[src/hw/phwp_pkg.sv]
`default_nettype none
package phwp_pkg;
  // APB register byte offsets
  localparam logic [7:0] PHWP_CTRL_OFF = 8'h00; // Mode, invert, delay count
  localparam logic [7:0] PHWP_TXD_OFF = 8'h04;  // Output byte
  localparam logic [7:0] PHWP_RXD_OFF = 8'h08;  // Last input byte
  localparam logic [7:0] PHWP_WAKE_OFF = 8'h0C; // Wake arm, mask, target id
  localparam logic [7:0] PHWP_MASKW_OFF = 8'h10; // Mask-only rewrite
  localparam logic [7:0] PHWP_STAT_OFF = 8'h14; // Sticky event status
  localparam logic [7:0] PHWP_IEN_OFF = 8'h18;  // Event mask
  localparam logic [7:0] PHWP_LINE_OFF = 8'h1C; // Live line view
  // Control field positions
  localparam int PHWP_MODE_LSB = 0;  // 2 bits
  localparam int PHWP_INV_BIT = 2;
  localparam int PHWP_TXV_BIT = 3;   // Output byte pending
  localparam int PHWP_DLY_LSB = 8;   // 8 bits
  // Wake register fields
  localparam int PHWP_ARM_BIT = 31;
  localparam int PHWP_TGT_LSB = 16;  // 10 bits
  // Parameter limit for mask and target
  localparam logic [9:0] PHWP_PARAM_MAX = 10'h3E7;
  // Status bits
  localparam int PHWP_EV_RX = 0;
  localparam int PHWP_EV_TX = 1;
  localparam int PHWP_EV_TMO = 2;
  localparam int PHWP_EV_ERR = 3;
  localparam int PHWP_EV_WAKE = 4;
  localparam int PHWP_NEV = 5;
  // Delay unit of 0.75 ms in ns and cycles
  localparam longint PHWP_UNIT_NS = 750000;
  localparam longint PHWP_CLK_NS = 10;
  localparam int PHWP_UNIT_CYC = int'(PHWP_UNIT_NS / PHWP_CLK_NS);
  localparam logic [1:0] PHWP_M_IDLE = 2'h0;
  localparam logic [1:0] PHWP_M_HSIN = 2'h1;
  localparam logic [1:0] PHWP_M_STIN = 2'h2;
  localparam logic [1:0] PHWP_M_STOUT = 2'h3;
  typedef enum logic [5:0] {
    S_IDLE = 6'b00_0001,
    S_READY = 6'b00_0010,
    S_ACK = 6'b00_0100,
    S_HIGH = 6'b00_1000,
    S_LOW = 6'b01_0000,
    S_DONE = 6'b10_0000
  } phwp_state_type;
  typedef struct packed {
    logic [7:0] din;
    logic ctl;
    logic wake;
  } phwp_pins_type;
endpackage
`default_nettype wire

[src/hw/phwp_top.sv]
// Notes on behaviour
// Handshake: drop control, await peripheral low, sample
// After sampling, raise control to show busy
// Zero delay: wait forever for peripheral high
// Nonzero delay: timeout restarts next byte cycle
// Peripheral drops line with data, raises to ack
// Strobe delay count 0..255, control line only
// Strobe out: control high, drive byte, inverted optionally
// Strobe out: control low exactly delay, repeat; code holds it low dly units plus one cycle
// Strobe in: high, low, wait delay, sample, repeat
// Wake only when armed, wake high, masked line high
// Mask rewritable alone, target id kept
// Disarm clears mask and target id
// Wake interrupt is level, reasserts while condition holds
// Zero mask blocks wake; new mask reevaluates immediately
// Mask or target above 999 rejected with error
// One delay unit is 0.75 ms
// Bit n maps to data line n
// Invert complements every output bit; disable restores
// Control, wake and data inputs synchronised first
`default_nettype none
module phwp_top
  import phwp_pkg::*;
(
  input wire logic pclk, // Clock, 100 MHz
  input wire logic presetn, // Async reset, low
  input wire logic psel, // APB select
  input wire logic penable, // APB enable
  input wire logic pwrite, // APB direction
  input wire logic [7:0] paddr, // APB byte address
  input wire logic [31:0] pwdata, // APB write data
  output logic [31:0] prdata, // APB read data
  output logic pready, // APB ready
  output logic pslverr, // APB error
  input wire logic [7:0] input_data_lines, // Data from peripheral
  input wire logic peripheral_control_line, // Peripheral control pin
  input wire logic wake_line, // External wake pin
  output logic [7:0] output_data_lines, // Data to peripheral
  output logic module_control_line, // Module control pin
  output logic wake_irq, // Wake interrupt, level
  output logic irq // Event interrupt, level
);
  typedef struct packed {
    phwp_state_type st;
    logic [1:0] mode;
    logic inv;
    logic txv;
    logic [7:0] dly;
    logic [7:0] txd;
    logic [7:0] rxd;
    logic arm;
    logic [7:0] mask;
    logic [9:0] tgt;
    logic [PHWP_NEV-1:0] stat;
    logic [PHWP_NEV-1:0] ien;
    logic [7:0] units;
    logic [31:0] cyc;
    logic [31:0] rdata;
    logic ready;
    logic err;
    logic ctl;
    logic [7:0] dout;
    logic wirq;
    logic irq;
  } phwp_st_type;
  phwp_st_type r_q, r_d;
  phwp_pins_type pin_s;
  logic wr_acc;
  logic rd_acc;
  logic unit_tick;
  logic dly_done;
  logic wake_cond;
  logic [PHWP_NEV-1:0] ev;
  // Pins pass two flops before anything looks at them
  phwp_sync #(.W(10)) u_sync (
    .pclk(pclk),
    .presetn(presetn),
    .d({input_data_lines, peripheral_control_line, wake_line}),
    .q(pin_s)
  );
  // Access phase of APB; registered pready answers one cycle into it, one wait state
  assign wr_acc = psel && penable && pwrite && !r_q.ready;
  assign rd_acc = psel && penable && !pwrite && !r_q.ready;
  // Unit divider tick and delay completion
  assign unit_tick = (r_q.cyc == 32'(PHWP_UNIT_CYC - 1));
  assign dly_done = (r_q.units >= r_q.dly);
  // Wake condition is combinational on synced pins
  assign wake_cond = r_q.arm && pin_s.wake && |(pin_s.din & r_q.mask);
  always_comb
  begin
    r_d = r_q;
    ev = '0;
    r_d.ready = 1'b0;
    r_d.err = 1'b0;
    // Delay counter: count units while in a timed state
    if (r_q.st == S_ACK || r_q.st == S_LOW)
    begin
      if (unit_tick)
      begin
        r_d.cyc = '0;
        if (!dly_done)
          r_d.units = r_q.units + 8'h01;
      end
      else
        r_d.cyc = r_q.cyc + 32'h0000_0001;
    end
    // Port sequencer
    case (r_q.st)
      S_IDLE:
      begin
        r_d.ctl = 1'b1;
        if (r_q.mode == PHWP_M_HSIN)
        begin
          r_d.ctl = 1'b0;
          r_d.st = S_READY;
        end
        else if (r_q.mode == PHWP_M_STIN)
          r_d.st = S_HIGH;
        else if (r_q.mode == PHWP_M_STOUT && r_q.txv)
        begin
          r_d.dout = r_q.inv ? ~r_q.txd : r_q.txd;
          r_d.txv = 1'b0;
          r_d.st = S_HIGH;
        end
      end
      S_READY:
      begin
        // Wait for peripheral to show data, then sample and go busy
        if (!pin_s.ctl)
        begin
          r_d.rxd = pin_s.din;
          r_d.ctl = 1'b1;
          ev[PHWP_EV_RX] = 1'b1;
          r_d.units = '0;
          r_d.cyc = '0;
          r_d.st = S_ACK;
        end
      end
      S_ACK:
      begin
        // Ack from peripheral, or timeout when delay is nonzero
        if (pin_s.ctl)
          r_d.st = S_IDLE;
        else if (r_q.dly != 8'h00 && dly_done)
        begin
          ev[PHWP_EV_TMO] = 1'b1;
          r_d.st = S_IDLE;
        end
      end
      S_HIGH:
      begin
        // One cycle high, then low for the delay
        r_d.ctl = 1'b1;
        r_d.ctl = 1'b0;
        r_d.units = '0;
        r_d.cyc = '0;
        r_d.st = S_LOW;
      end
      S_LOW:
      begin
        // Low held for dly units plus one cycle; dly 0 gives one cycle
        if (dly_done)
        begin
          r_d.ctl = 1'b1;
          if (r_q.mode == PHWP_M_STIN)
          begin
            r_d.rxd = pin_s.din;
            ev[PHWP_EV_RX] = 1'b1;
          end
          else
            ev[PHWP_EV_TX] = 1'b1;
          r_d.st = S_DONE;
        end
      end
      S_DONE:
        r_d.st = S_IDLE;
      default:
        r_d.st = S_IDLE;
    endcase
    // Register writes
    if (wr_acc)
    begin
      r_d.ready = 1'b1;
      case (paddr)
        PHWP_CTRL_OFF:
        begin
          r_d.mode = pwdata[PHWP_MODE_LSB +: 2];
          r_d.inv = pwdata[PHWP_INV_BIT];
          r_d.dly = pwdata[PHWP_DLY_LSB +: 8];
          if (pwdata[PHWP_MODE_LSB +: 2] != r_q.mode)
            r_d.st = S_IDLE;
        end
        PHWP_TXD_OFF:
        begin
          r_d.txd = pwdata[7:0];
          r_d.txv = 1'b1;
        end
        PHWP_WAKE_OFF:
        begin
          if (!pwdata[PHWP_ARM_BIT])
          begin
            r_d.arm = 1'b0;
            r_d.mask = '0;
            r_d.tgt = '0;
          end
          else if (pwdata[9:0] > PHWP_PARAM_MAX ||
                   pwdata[PHWP_TGT_LSB +: 10] > PHWP_PARAM_MAX)
          begin
            r_d.err = 1'b1;
            ev[PHWP_EV_ERR] = 1'b1;
          end
          else
          begin
            r_d.arm = 1'b1;
            r_d.mask = pwdata[7:0];
            r_d.tgt = pwdata[PHWP_TGT_LSB +: 10];
          end
        end
        PHWP_MASKW_OFF:
        begin
          if (pwdata[9:0] > PHWP_PARAM_MAX)
          begin
            r_d.err = 1'b1;
            ev[PHWP_EV_ERR] = 1'b1;
          end
          else
            r_d.mask = pwdata[7:0];
        end
        PHWP_STAT_OFF:
          r_d.stat = r_q.stat & ~pwdata[PHWP_NEV-1:0];
        PHWP_IEN_OFF:
          r_d.ien = pwdata[PHWP_NEV-1:0];
        default:
          r_d.err = 1'b1;
      endcase
    end
    // Register reads
    if (rd_acc)
    begin
      r_d.ready = 1'b1;
      r_d.rdata = '0;
      case (paddr)
        PHWP_CTRL_OFF:
          r_d.rdata = {16'h0000, r_q.dly, 4'h0, r_q.txv, r_q.inv, r_q.mode};
        PHWP_TXD_OFF:
          r_d.rdata = {24'h0000_00, r_q.txd};
        PHWP_RXD_OFF:
          r_d.rdata = {24'h0000_00, r_q.rxd};
        PHWP_WAKE_OFF:
          r_d.rdata = {r_q.arm, 5'h00, r_q.tgt, 8'h00, r_q.mask};
        PHWP_MASKW_OFF:
          r_d.rdata = {24'h0000_00, r_q.mask};
        PHWP_STAT_OFF:
          r_d.rdata = {27'h000_0000, r_q.stat};
        PHWP_IEN_OFF:
          r_d.rdata = {27'h000_0000, r_q.ien};
        PHWP_LINE_OFF:
          r_d.rdata = {16'h0000, r_q.st == S_IDLE, 5'h00, pin_s.wake, pin_s.ctl,
                       pin_s.din};
        default:
          r_d.err = 1'b1;
      endcase
    end
    // Sticky status: a set in the clearing cycle wins
    ev[PHWP_EV_WAKE] = wake_cond;
    r_d.stat = r_d.stat | ev;
    // Level wake follows the live condition
    r_d.wirq = wake_cond;
    r_d.irq = |(r_d.stat & r_q.ien);
  end
  always_ff @(posedge pclk or negedge presetn)
  begin
    if (!presetn)
    begin
      r_q <= '0;
      r_q.st <= S_IDLE;
      r_q.ctl <= 1'b1;
    end
    else
      r_q <= r_d;
  end
  // Outputs straight from flops
  assign prdata = r_q.rdata;
  assign pready = r_q.ready;
  assign pslverr = r_q.err;
  assign output_data_lines = r_q.dout;
  assign module_control_line = r_q.ctl;
  assign wake_irq = r_q.wirq;
  assign irq = r_q.irq;
  // Assertions
  hs_sample_a: assert property (@(posedge pclk) disable iff (!presetn)
    (r_q.st == S_READY && !pin_s.ctl) |=> (module_control_line && r_q.st == S_ACK))
    else $error("control not raised after sample");
  hs_ready_a: assert property (@(posedge pclk) disable iff (!presetn)
    (r_q.st == S_READY) |-> !module_control_line)
    else $error("control not low while ready");
  hs_nowait_a: assert property (@(posedge pclk) disable iff (!presetn)
    (r_q.st == S_ACK && r_q.dly == 8'h00 && !pin_s.ctl && !wr_acc) |=> r_q.st == S_ACK)
    else $error("left ack wait without peripheral high");
  hs_timeout_a: assert property (@(posedge pclk) disable iff (!presetn)
    (r_q.st == S_ACK && r_q.dly != 8'h00 && dly_done) |=> r_q.st == S_IDLE)
    else $error("timeout not honoured");
  st_low_a: assert property (@(posedge pclk) disable iff (!presetn)
    (r_q.st == S_LOW && !dly_done) |-> !module_control_line)
    else $error("strobe low not held");
  st_inv_a: assert property (@(posedge pclk) disable iff (!presetn)
    (r_q.st == S_IDLE && r_q.mode == PHWP_M_STOUT && r_q.txv && !wr_acc)
    |=> output_data_lines == (r_q.inv ? ~$past(r_q.txd) : $past(r_q.txd)))
    else $error("output polarity wrong");
  wake_level_a: assert property (@(posedge pclk) disable iff (!presetn)
    wake_irq == $past(wake_cond))
    else $error("wake irq mismatch");
  wake_zero_a: assert property (@(posedge pclk) disable iff (!presetn)
    (r_q.mask == 8'h00) |=> !wake_irq)
    else $error("zero mask woke");
  disarm_clear_a: assert property (@(posedge pclk) disable iff (!presetn)
    (wr_acc && paddr == PHWP_WAKE_OFF && !pwdata[PHWP_ARM_BIT])
    |=> (r_q.mask == 8'h00 && r_q.tgt == 10'h000 && !r_q.arm))
    else $error("disarm kept state");
  mask_keep_a: assert property (@(posedge pclk) disable iff (!presetn)
    (wr_acc && paddr == PHWP_MASKW_OFF) |=> $stable(r_q.tgt))
    else $error("mask write changed target");
  param_err_a: assert property (@(posedge pclk) disable iff (!presetn)
    (wr_acc && paddr == PHWP_MASKW_OFF && pwdata[9:0] > PHWP_PARAM_MAX)
    |=> (pslverr && $stable(r_q.mask)))
    else $error("oversize mask accepted");
  // Strobe phases: control high before the low, released once the delay ends
  st_high_a: assert property (@(posedge pclk) disable iff (!presetn)
    (r_q.st == S_HIGH) |-> module_control_line)
    else $error("strobe high phase missing");
  st_release_a: assert property (@(posedge pclk) disable iff (!presetn)
    (r_q.st == S_LOW && dly_done) |=> module_control_line)
    else $error("strobe low overran delay");
  st_sample_a: assert property (@(posedge pclk) disable iff (!presetn)
    (r_q.st == S_LOW && r_q.mode == PHWP_M_STIN && dly_done)
    |=> r_q.rxd == $past(pin_s.din))
    else $error("strobe input not sampled");
  cv_hs: cover property (@(posedge pclk) r_q.st == S_ACK ##1 r_q.st == S_IDLE);
  cv_tmo: cover property (@(posedge pclk) ev[PHWP_EV_TMO]);
  cv_stb: cover property (@(posedge pclk) ev[PHWP_EV_TX]);
  cv_wake: cover property (@(posedge pclk) wake_irq);
  // Strobe input sample point reached
  cv_stin: cover property (@(posedge pclk) ev[PHWP_EV_RX] && r_q.st == S_LOW);
endmodule
`default_nettype wire

[src/hw/phwp_sync.sv]
`default_nettype none
module phwp_sync
  import phwp_pkg::*;
#(
  parameter int W = 10
)(
  input wire logic pclk, // Clock
  input wire logic presetn, // Async reset, low
  input wire logic [W-1:0] d, // Raw pin level
  output logic [W-1:0] q // Synchronised level
);
  typedef struct packed {
    logic [W-1:0] s1;
    logic [W-1:0] s2;
  } phwp_sy_type;
  phwp_sy_type st_q, st_d;
  // Two-stage pipe; first stage is read only by the second
  always_comb
  begin
    st_d = st_q;
    st_d.s1 = d;
    st_d.s2 = st_q.s1;
  end
  always_ff @(posedge pclk or negedge presetn)
  begin
    if (!presetn)
      st_q <= '0;
    else
      st_q <= st_d;
  end
  assign q = st_q.s2;
endmodule
`default_nettype wire

[config.mk]
export PLATFORM = sky130hd
export DESIGN_NAME = phwp_top
export DESIGN_NICKNAME = d
export VERILOG_FILES = /design/src/hw/phwp_pkg.sv /design/src/hw/phwp_top.sv /design/src/hw/phwp_sync.sv
export SDC_FILE = /design/constraint.sdc
export NUM_CORES = 1
export LEC_CHECK = 0
export ABC_AREA = 0
export BUFFER_PORTS_ARGS = -buffer_cell sky130_fd_sc_hd__buf_4
export CAP_MARGIN = 20
export CORE_MARGIN = 3
export CORE_UTILIZATION = 37
export CTS_CLUSTER_SIZE = 28
export DETAILED_ROUTE_END_ITERATION = 10
export GPL_TIMING_DRIVEN = 0
export MAX_ROUTING_LAYER = met4
export PLACE_DENSITY = 0.51
export SLEW_MARGIN = 0
export SYNTH_ARGS = -nofsm -noshare
export SYNTH_HDL_FRONTEND = slang
export SYNTH_SLANG_ARGS = --single-unit
[constraint.sdc]
create_clock -name pclk -period 2.8 [get_ports pclk]
set_clock_uncertainty 0.05 [all_clocks]
set_input_delay 0.28 -clock pclk [delete_from_list [all_inputs] [get_ports pclk]]
set_output_delay 0.28 -clock pclk [all_outputs]
set_load 0.02 [all_outputs]
==> flow_summary_export.csv, run 1 <==
group,metric,value,unit
yosys,synth_top_area_cell,"dfrtp_1",
placement,dp_slack,0.0230,ns
critical_path,critPathRequiredTime,3.06,ns
floorplan,die_area,0.0235,mm2
power_and_ir_drop,switching_share,26.6,%
yosys,synth_ff_type,"dfrtp_1",
yosys,synth_cell_types,72,
power_and_ir_drop,power_frac_comb,7.4,%
critical_path,r2r_end,"r_q[121]",
yosys,synth.most_common_cell,"dfrtp_1",
yosys,synth_top_family_by_area,"simple AND/OR/NAND/NOR gates",
route,drc,0,
global_route,grtUsageMet1,24.9,%
critical_path,setup.worst_path.class,"reg2reg",
floorplan,start_util,38.0,%
power_and_ir_drop,p_seq_share,47.7,%
critical_path,cp_slowest_cell,"dfrtp_1",
critical_path,setup.worst_path.end,"r_q[121]",
power_and_ir_drop,power.density,524,mW/mm2
worst_hold_path,hp-class,"in2reg",
outcome,status,"finished, final reports clean",
yosys,netlist_area,0.00803,mm2
cts,cts_made_buffers,17,
placement,hpwl,14900,um
global_route,track_usage,17.9,%
cts,clk_path_buf_depth,2,
yosys,synth_edf_count,0,
cts,cts_tree,"done",
yosys,synth_top_area_share,50.2,%
global_route,grt-ovfl-total,0,
timing,rsz0062_at_grt,"no",
floorplan,ioPinCount,100,
floorplan,coreArea,0.0212,mm2
timing,hold_viol,0,
route,initialDrtViolationCount,309,
final_layout,seq_area,0.00408,mm2
critical_path,regToRegSetupSlack,0.24,ns
global_route,antenna_found_initial,0,
global_route,grt_use_met3,3.37,%
route,vias_per_cell,5.19,
power_and_ir_drop,p_leak,4.55,nW
placement,portBuffers,87,
cts,h-tree-depth,4,
yosys,yosys-top-cells-area,"dfrtp_1 (50%), mux2_2 (6.3%), xnor2_1 (4.0%)",
yosys,yosys-mux-area-fraction,7.18,%
critical_path,worstSetupEndpointType,"register",
cts,worstSkewPairLatency,0.43,ns
cts,clk_pin_slew_worst_paths,0.07,ns
yosys,yosys.area_share.adder,2.03,%
critical_path,critPathLaunch,"r_q[78]",
critical_path,arrival,2.82,ns
yosys,netlist_instances,772,
final_layout,fillers,2004,
yosys,yosys_warnings,0,
timing,max_freq,0.391,GHz
route,final_antenna_net_count,0,
run,drv_cap,0,
critical_path,startpoint_type,"register",
floorplan,die_w,153,um
final_layout,antennaDiodeCount,0,
power_and_ir_drop,switching_power,1.36,mW
power_and_ir_drop,ir_worst_vdd,0.366,mV
yosys,synth-xor-area-share,4.78,%
global_route,grtUsageMet2,27.1,%
route,drt_pass1_iterations,5,
timing,finalMaxSlewViolations,0,
cts,cts-root-buf,"clkbuf_16",
route,totalWireLength,20300,um
floorplan,num_rows,53,
global_route,grt_max_degree,83,
yosys,synth-compound-area-share,11.1,%
route,wl_per_cell,17.2,um
cts,clock_sinks,163,
global_route,grt_pass1_vias,6191,
timing,finalCriticalPeriod,2.56,ns
timing,relSlewSlack,34.3,%
route,vias,6130,
final_layout,area_delta_synth_final,21.7,%
critical_path,rr_worst_depth,7,
critical_path,crit_path_max_fanout,9,
power_and_ir_drop,intPower,3.76,mW
yosys,synth-seq-cells,163,
critical_path,rr_startpoint,"r_q[78]",
timing,setup-violations-final,0,
yosys,synthArstFlopShare,100,%
critical_path,slowest_delay,0.44,ns
global_route,busiest_layer,"met2",
timing,period_share,91.4,%
power_and_ir_drop,clkPwrFrac,45.0,%
yosys,avgSynthCellArea,10.4,um2
timing,tns,0,ns
final_layout,drive_above_1_share,26.0,%
yosys,netlist_top_cells_count,"dfrtp_1 (161), nand2_1 (77), nor2_1 (71), mux2_2 (45), buf_4 (40)",
timing,fin_ws,0.241,ns
final_layout,multi_input_area,0.00344,mm2
yosys,synth_seq_area_share,50.8,%
floorplan,dieHeight,153,um
final_layout,final_net_count,962,
yosys,synth-simple-area-share,17.4,%
timing,timing_worst_slew_pin_value,0.978,ns
placement,place_congestion,0.821,
global_route,grt_first_pass_wirelength,33100,um
critical_path,path_cells,"ha_1 > nor2b_1 > o211ai_1 > a31oi_1 > o21ai_1 > o22ai_4 > mux2_2",
registers in the layout, summed over array words and instances, names as in the netlist, 8 cells and up:
| signal | cells |
|---|---|
| u_sync.st_d | 10 |
| output_data_lines | 8 |
| r_q | 103 |
| prdata | 27 |
| u_sync.q | 10 |
worst min path at each step:
stage | start | to | slack (ns) | cells after the start
2_1_floorplan | presetn | irq | -0.07 | 0
3_3_place_gp | u_sync.st_d[1] | u_sync.q[1] | 0.29 | 0
3_5_place_dp | presetn | prdata[13] | 0.28 | 1
4_1_cts | pwdata[12] | r_q[134] | 0.03 | 2
5_1_grt | pwdata[10] | r_q[132] | 0.03 | 2
6_report | pwdata[10] | r_q[132] | 0.05 | 2
worst max-delay path: cells and delay by family, from the launching register on:
kind                       cells  cell delay, ns
DFF                            1            0.44
muxes                          1            0.39
AOI/OAI and AO/OA              4            1.12
adders and majority gates      1            0.32
and+or+nand+nor                1            0.12
final cells by class:
class,count,share of cell area (%)
Inverter,26,0.998
Clock inverter,15,1.60
Timing Repair Buffer,99,8.16
Clock buffer,17,4.35
Sequential cell,163,41.7
Tap cell,275,3.52
Buffer,71,4.47
Multi-Input combinational cell,516,35.2
through the flow:
stage / power (mW) / hold WS (ns) / util, % / area [um2] / instances
6_report: 5.12 / 0.0464 / 46.2 / 9780 / 1182
5_1_grt: 5.36 / 0.0267 / 46.2 / 9780 / 1182
4_1_cts: 5.20 / 0.0260 / 46.2 / 9770 / 1182
3_5_place_dp: 2.85 / 0.276 / 42.9 / 9080 / 1139
3_3_place_gp: 2.84 / 0.285 / 42.8 / 9040 / 1138
2_1_floorplan: 2.66 / -0.0656 / - / 8050 / 776
cell families (layout without fill, tap and decap cells):
logic type	count (synthesis)	count (layout)
AOI/OAI and AO/OA	132	132
buffers and inverters	97	228
DFF	163	163
adders and majority gates	13	13
and+or+nand+nor	271	271
muxes	52	52
other	1	5
xor gates and xnor gates	43	43
repair_timing:
action | 4_1_cts | 5_1_grt
resized for setup | 0 | 2
hold buffers | 11 | 0
endpoints found under the hold margin | 90 | 0
setup buffers | 0 | 0
setup endpoints to repair | 0 | 8
routing by layer:
layer | routed length, um | up-vias | share of wire (%)
li1 | - | 2927 | -
met1 | 9780 | 3005 | 48
met2 | 9350 | 175 | 46
met3 | 951 | 23 | 4.7
met4 | 255 | 0 | 1.3
met5 | 0 | - | 0
cells in the final DEF (no fill, tap or decap), types with 17 or more instances in the layout:
cell type,count
clkbuf_1,17
mux2_2,45
o21ai_0,22
inv_1,26
nand3_1,22
nor2_1,71
xnor2_1,37
dfrtp_1,161
a22o_1,20
buf_4,126
a21oi_1,31
nor3_1,18
nand2_1,77
clkbuf_16,17
power by group through the flow:
stage	Combinational (mW)	Clock, mW	Sequential, mW
detailed placement	0.368	0	2.49
global placement	0.355	0	2.49
floorplan	0.177	0	2.48
global route	0.420	2.49	2.45
finish	0.378	2.30	2.44
CTS	0.382	2.38	2.44
Note: power is estimated with default switching activity, not from simulation.
==> run 2, diff against run 1 <==
--- a/config.mk
+++ b/config.mk
@@ -15,6 +15,7 @@
 export GPL_TIMING_DRIVEN = 0
 export MAX_ROUTING_LAYER = met4
 export PLACE_DENSITY = 0.51
+export REMOVE_ABC_BUFFERS = 1
 export SLEW_MARGIN = 0
 export SYNTH_ARGS = -nofsm -noshare
 export SYNTH_HDL_FRONTEND = slang
==> run 2 against run 1 <==
Effect of this change:
- combinational power down 5.8%
- cell count down 5.8%
- sequential power about the same
- hold slack worse by 0.019 ns
- maximum frequency down 1.6%
- count of clock-buffer cells in the layout unchanged
- routed wire length down 5.3%
- power up 0.31%
==> flow_summary_export.csv, run 2 (same netlist as run 1, synthesis figures left out) <==
group,metric,value,unit
outcome,status,"finished, final reports clean",
worst_hold_path,hp-class,"in2reg",
timing,hold_viol,0,
power_and_ir_drop,p_leak,4.28,nW
run,drv_cap,0,
floorplan,dieHeight,153,um
placement,dp.cells,1070,
final_layout,drive_above_1_share,22.6,%
cts,cts-root-buf,"clkbuf_16",
timing,max_freq,0.384,GHz
global_route,grt_first_pass_wirelength,32300,um
critical_path,rr_worst_depth,7,
critical_path,rr_startpoint,"r_q[79]",
final_layout,area_delta_synth_final,16.9,%
route,drt_pass1_iterations,5,
route,totalWireLength,19200,um
final_layout,largest_reg_flops,103,
final_layout,fin_cells,1113,
cts,clock_sinks,163,
route,initialDrtViolationCount,369,
critical_path,regToRegSetupSlack,0.20,ns
timing,setup-violations-final,0,
global_route,grt_max_degree,112,
timing,period_share,92.9,%
global_route,antenna_found_initial,0,
route,vias_per_cell,5.27,
critical_path,worst_path_dominant_cell_family,"compound AO/OA/AOI/OAI gates",
critical_path,critPathRequiredTime,3.07,ns
critical_path,worstSetupEndpointType,"register",
floorplan,num_rows,53,
route,wl_per_cell,17.3,um
floorplan,die_w,153,um
cts,worstSkewPairLatency,0.43,ns
timing,rsz0062_at_grt,"no",
power_and_ir_drop,ir_worst_vdd,0.324,mV
global_route,track_usage,17.4,%
timing,timing_worst_slew_pin_value,0.984,ns
placement,hpwl,13700,um
global_route,grt_pass1_vias,6051,
worst_hold_path,min_from,"pwdata[14]",
timing,finalMaxSlewViolations,0,
timing,relSlewSlack,34.1,%
floorplan,start_util,38.0,%
critical_path,arrival,2.87,ns
cts,clk_path_buf_depth,2,
floorplan,die_area,0.0235,mm2
power_and_ir_drop,power.density,547,mW/mm2
critical_path,path_cells,"ha_1 > and3_1 > o21ai_0 > a31oi_1 > o21ai_0 > o22ai_4 > mux2_2",
cts,cts_made_buffers,17,
critical_path,r2r_end,"r_q[114]",
route,vias,5860,
cts,h-tree-depth,4,
floorplan,coreArea,0.0212,mm2
cts,clk_pin_slew_worst_paths,0.07,ns
critical_path,cp_slowest_cell,"o21ai_0",
worst_hold_path,whs_endpoint,"r_q[136]",
worst_hold_path,min_path_cells,2,
final_layout,final_common_cell,"dfrtp_1",
floorplan,ioPinCount,100,
cts,postCtsSetupBuffers,0,
critical_path,crit_top_cell,"o21ai_0",
global_route,grt-ovfl-total,0,
placement,place_congestion,0.823,
timing,finalCriticalPeriod,2.60,ns
placement,dp_slack,-0.0630,ns
critical_path,startpoint_type,"register",
cts,cts_tree,"done",
final_layout,final_net_count,893,
placement,portBuffers,89,
critical_path,setup.worst_path.class,"reg2reg",
critical_path,critPathBufInv,0,
final_layout,antennaDiodeCount,0,
critical_path,crit_path_max_fanout,9,
final_layout,mostFrequentLayoutCells,"dfrtp_1 (161), buf_4 (88), nand2_1 (77)",
timing,fin_ws,0.198,ns
route,final_antenna_net_count,0,
critical_path,slowest_delay,0.49,ns
route,drc,0,
final_layout,largest_register,"r_q",
## run 2: changes by cell type in the layout (fill, tap and decap cells not counted), moves of 2 or more
cell / change
buf_1: -3
buf_2: -10
buf_4: -38
clkbuf_1: -17
clkinv_8: +4
inv_6: -2
inv_8: -2
## run 2: worst reg2reg max path, stage by stage, from the launching register on
cell	delay (ns)
dfrtp_1	0.45
ha_1	0.34
and3_1	0.18
o21ai_0	0.21
a31oi_1	0.18
o21ai_0	0.49
o22ai_4	0.26
mux2_2	0.33
## run 2: metal layers
metal	vias up	share of wire (%)	global-route usage, %
met5	-	0	-
met4	0	1.5	5.68
met3	21	3.5	2.94
met2	128	47	26.7
met1	2913	48	23.6
li1	2798	-	-
## run 2: how the worst max path moves through the flow
stage               startpoint    endpoint  slack (ns)  cells after the start
finish                 r_q[79]    r_q[114]        0.20                      7
global placement        pready  prdata[15]       -0.46                      6
detailed placement    paddr[5]  prdata[15]       -0.06                      7
CTS                     pready  prdata[15]      0.0003                      6
global route          r_q[132]    r_q[118]        0.02                      8
floorplan              r_q[79]     r_q[82]        0.57                      7
## run 2: power breakdown
group          switching (mW)  total (mW)  internal, mW  leakage (nW)
clock                    1.13        2.34          1.21         0.296
sequential             0.0422        2.44          2.40          2.21
combinational           0.211       0.356         0.146          1.77
## run 2: layout make-up
cell class / count / area, um2
clock buffers: 17 / 425
well taps: 275 / 344
clock inverters: 15 / 181
repair buffers: 101 / 813
multi-input cells: 516 / 3450
flip-flops and latches: 163 / 4080
fillers: 2005 / 11800
inverters: 26 / 97.6
## run 2: stage by stage
stage | cell area (um2) | util [%] | hold slack, ns | power, mW | TNS (ns)
5_1_grt | 9390 | 44.4 | 0.0162 | 5.37 | 0
3_3_place_gp | 8620 | 40.8 | 0.283 | 2.82 | -1.98
6_report | 9390 | 44.4 | 0.0276 | 5.14 | 0
2_1_floorplan | 7610 | - | -0.0656 | 2.63 | 0
3_5_place_dp | 8660 | 40.9 | 0.180 | 2.84 | -0.0911
4_1_cts | 9380 | 44.3 | 0.00707 | 5.22 | 0
## run 2: what timing repair did
action / CTS / global route
endpoints found under the hold margin: 61 / 0
hold buffers: 11 / 0
gates resized for setup: 0 / 2
setup endpoints to repair: 0 / 11
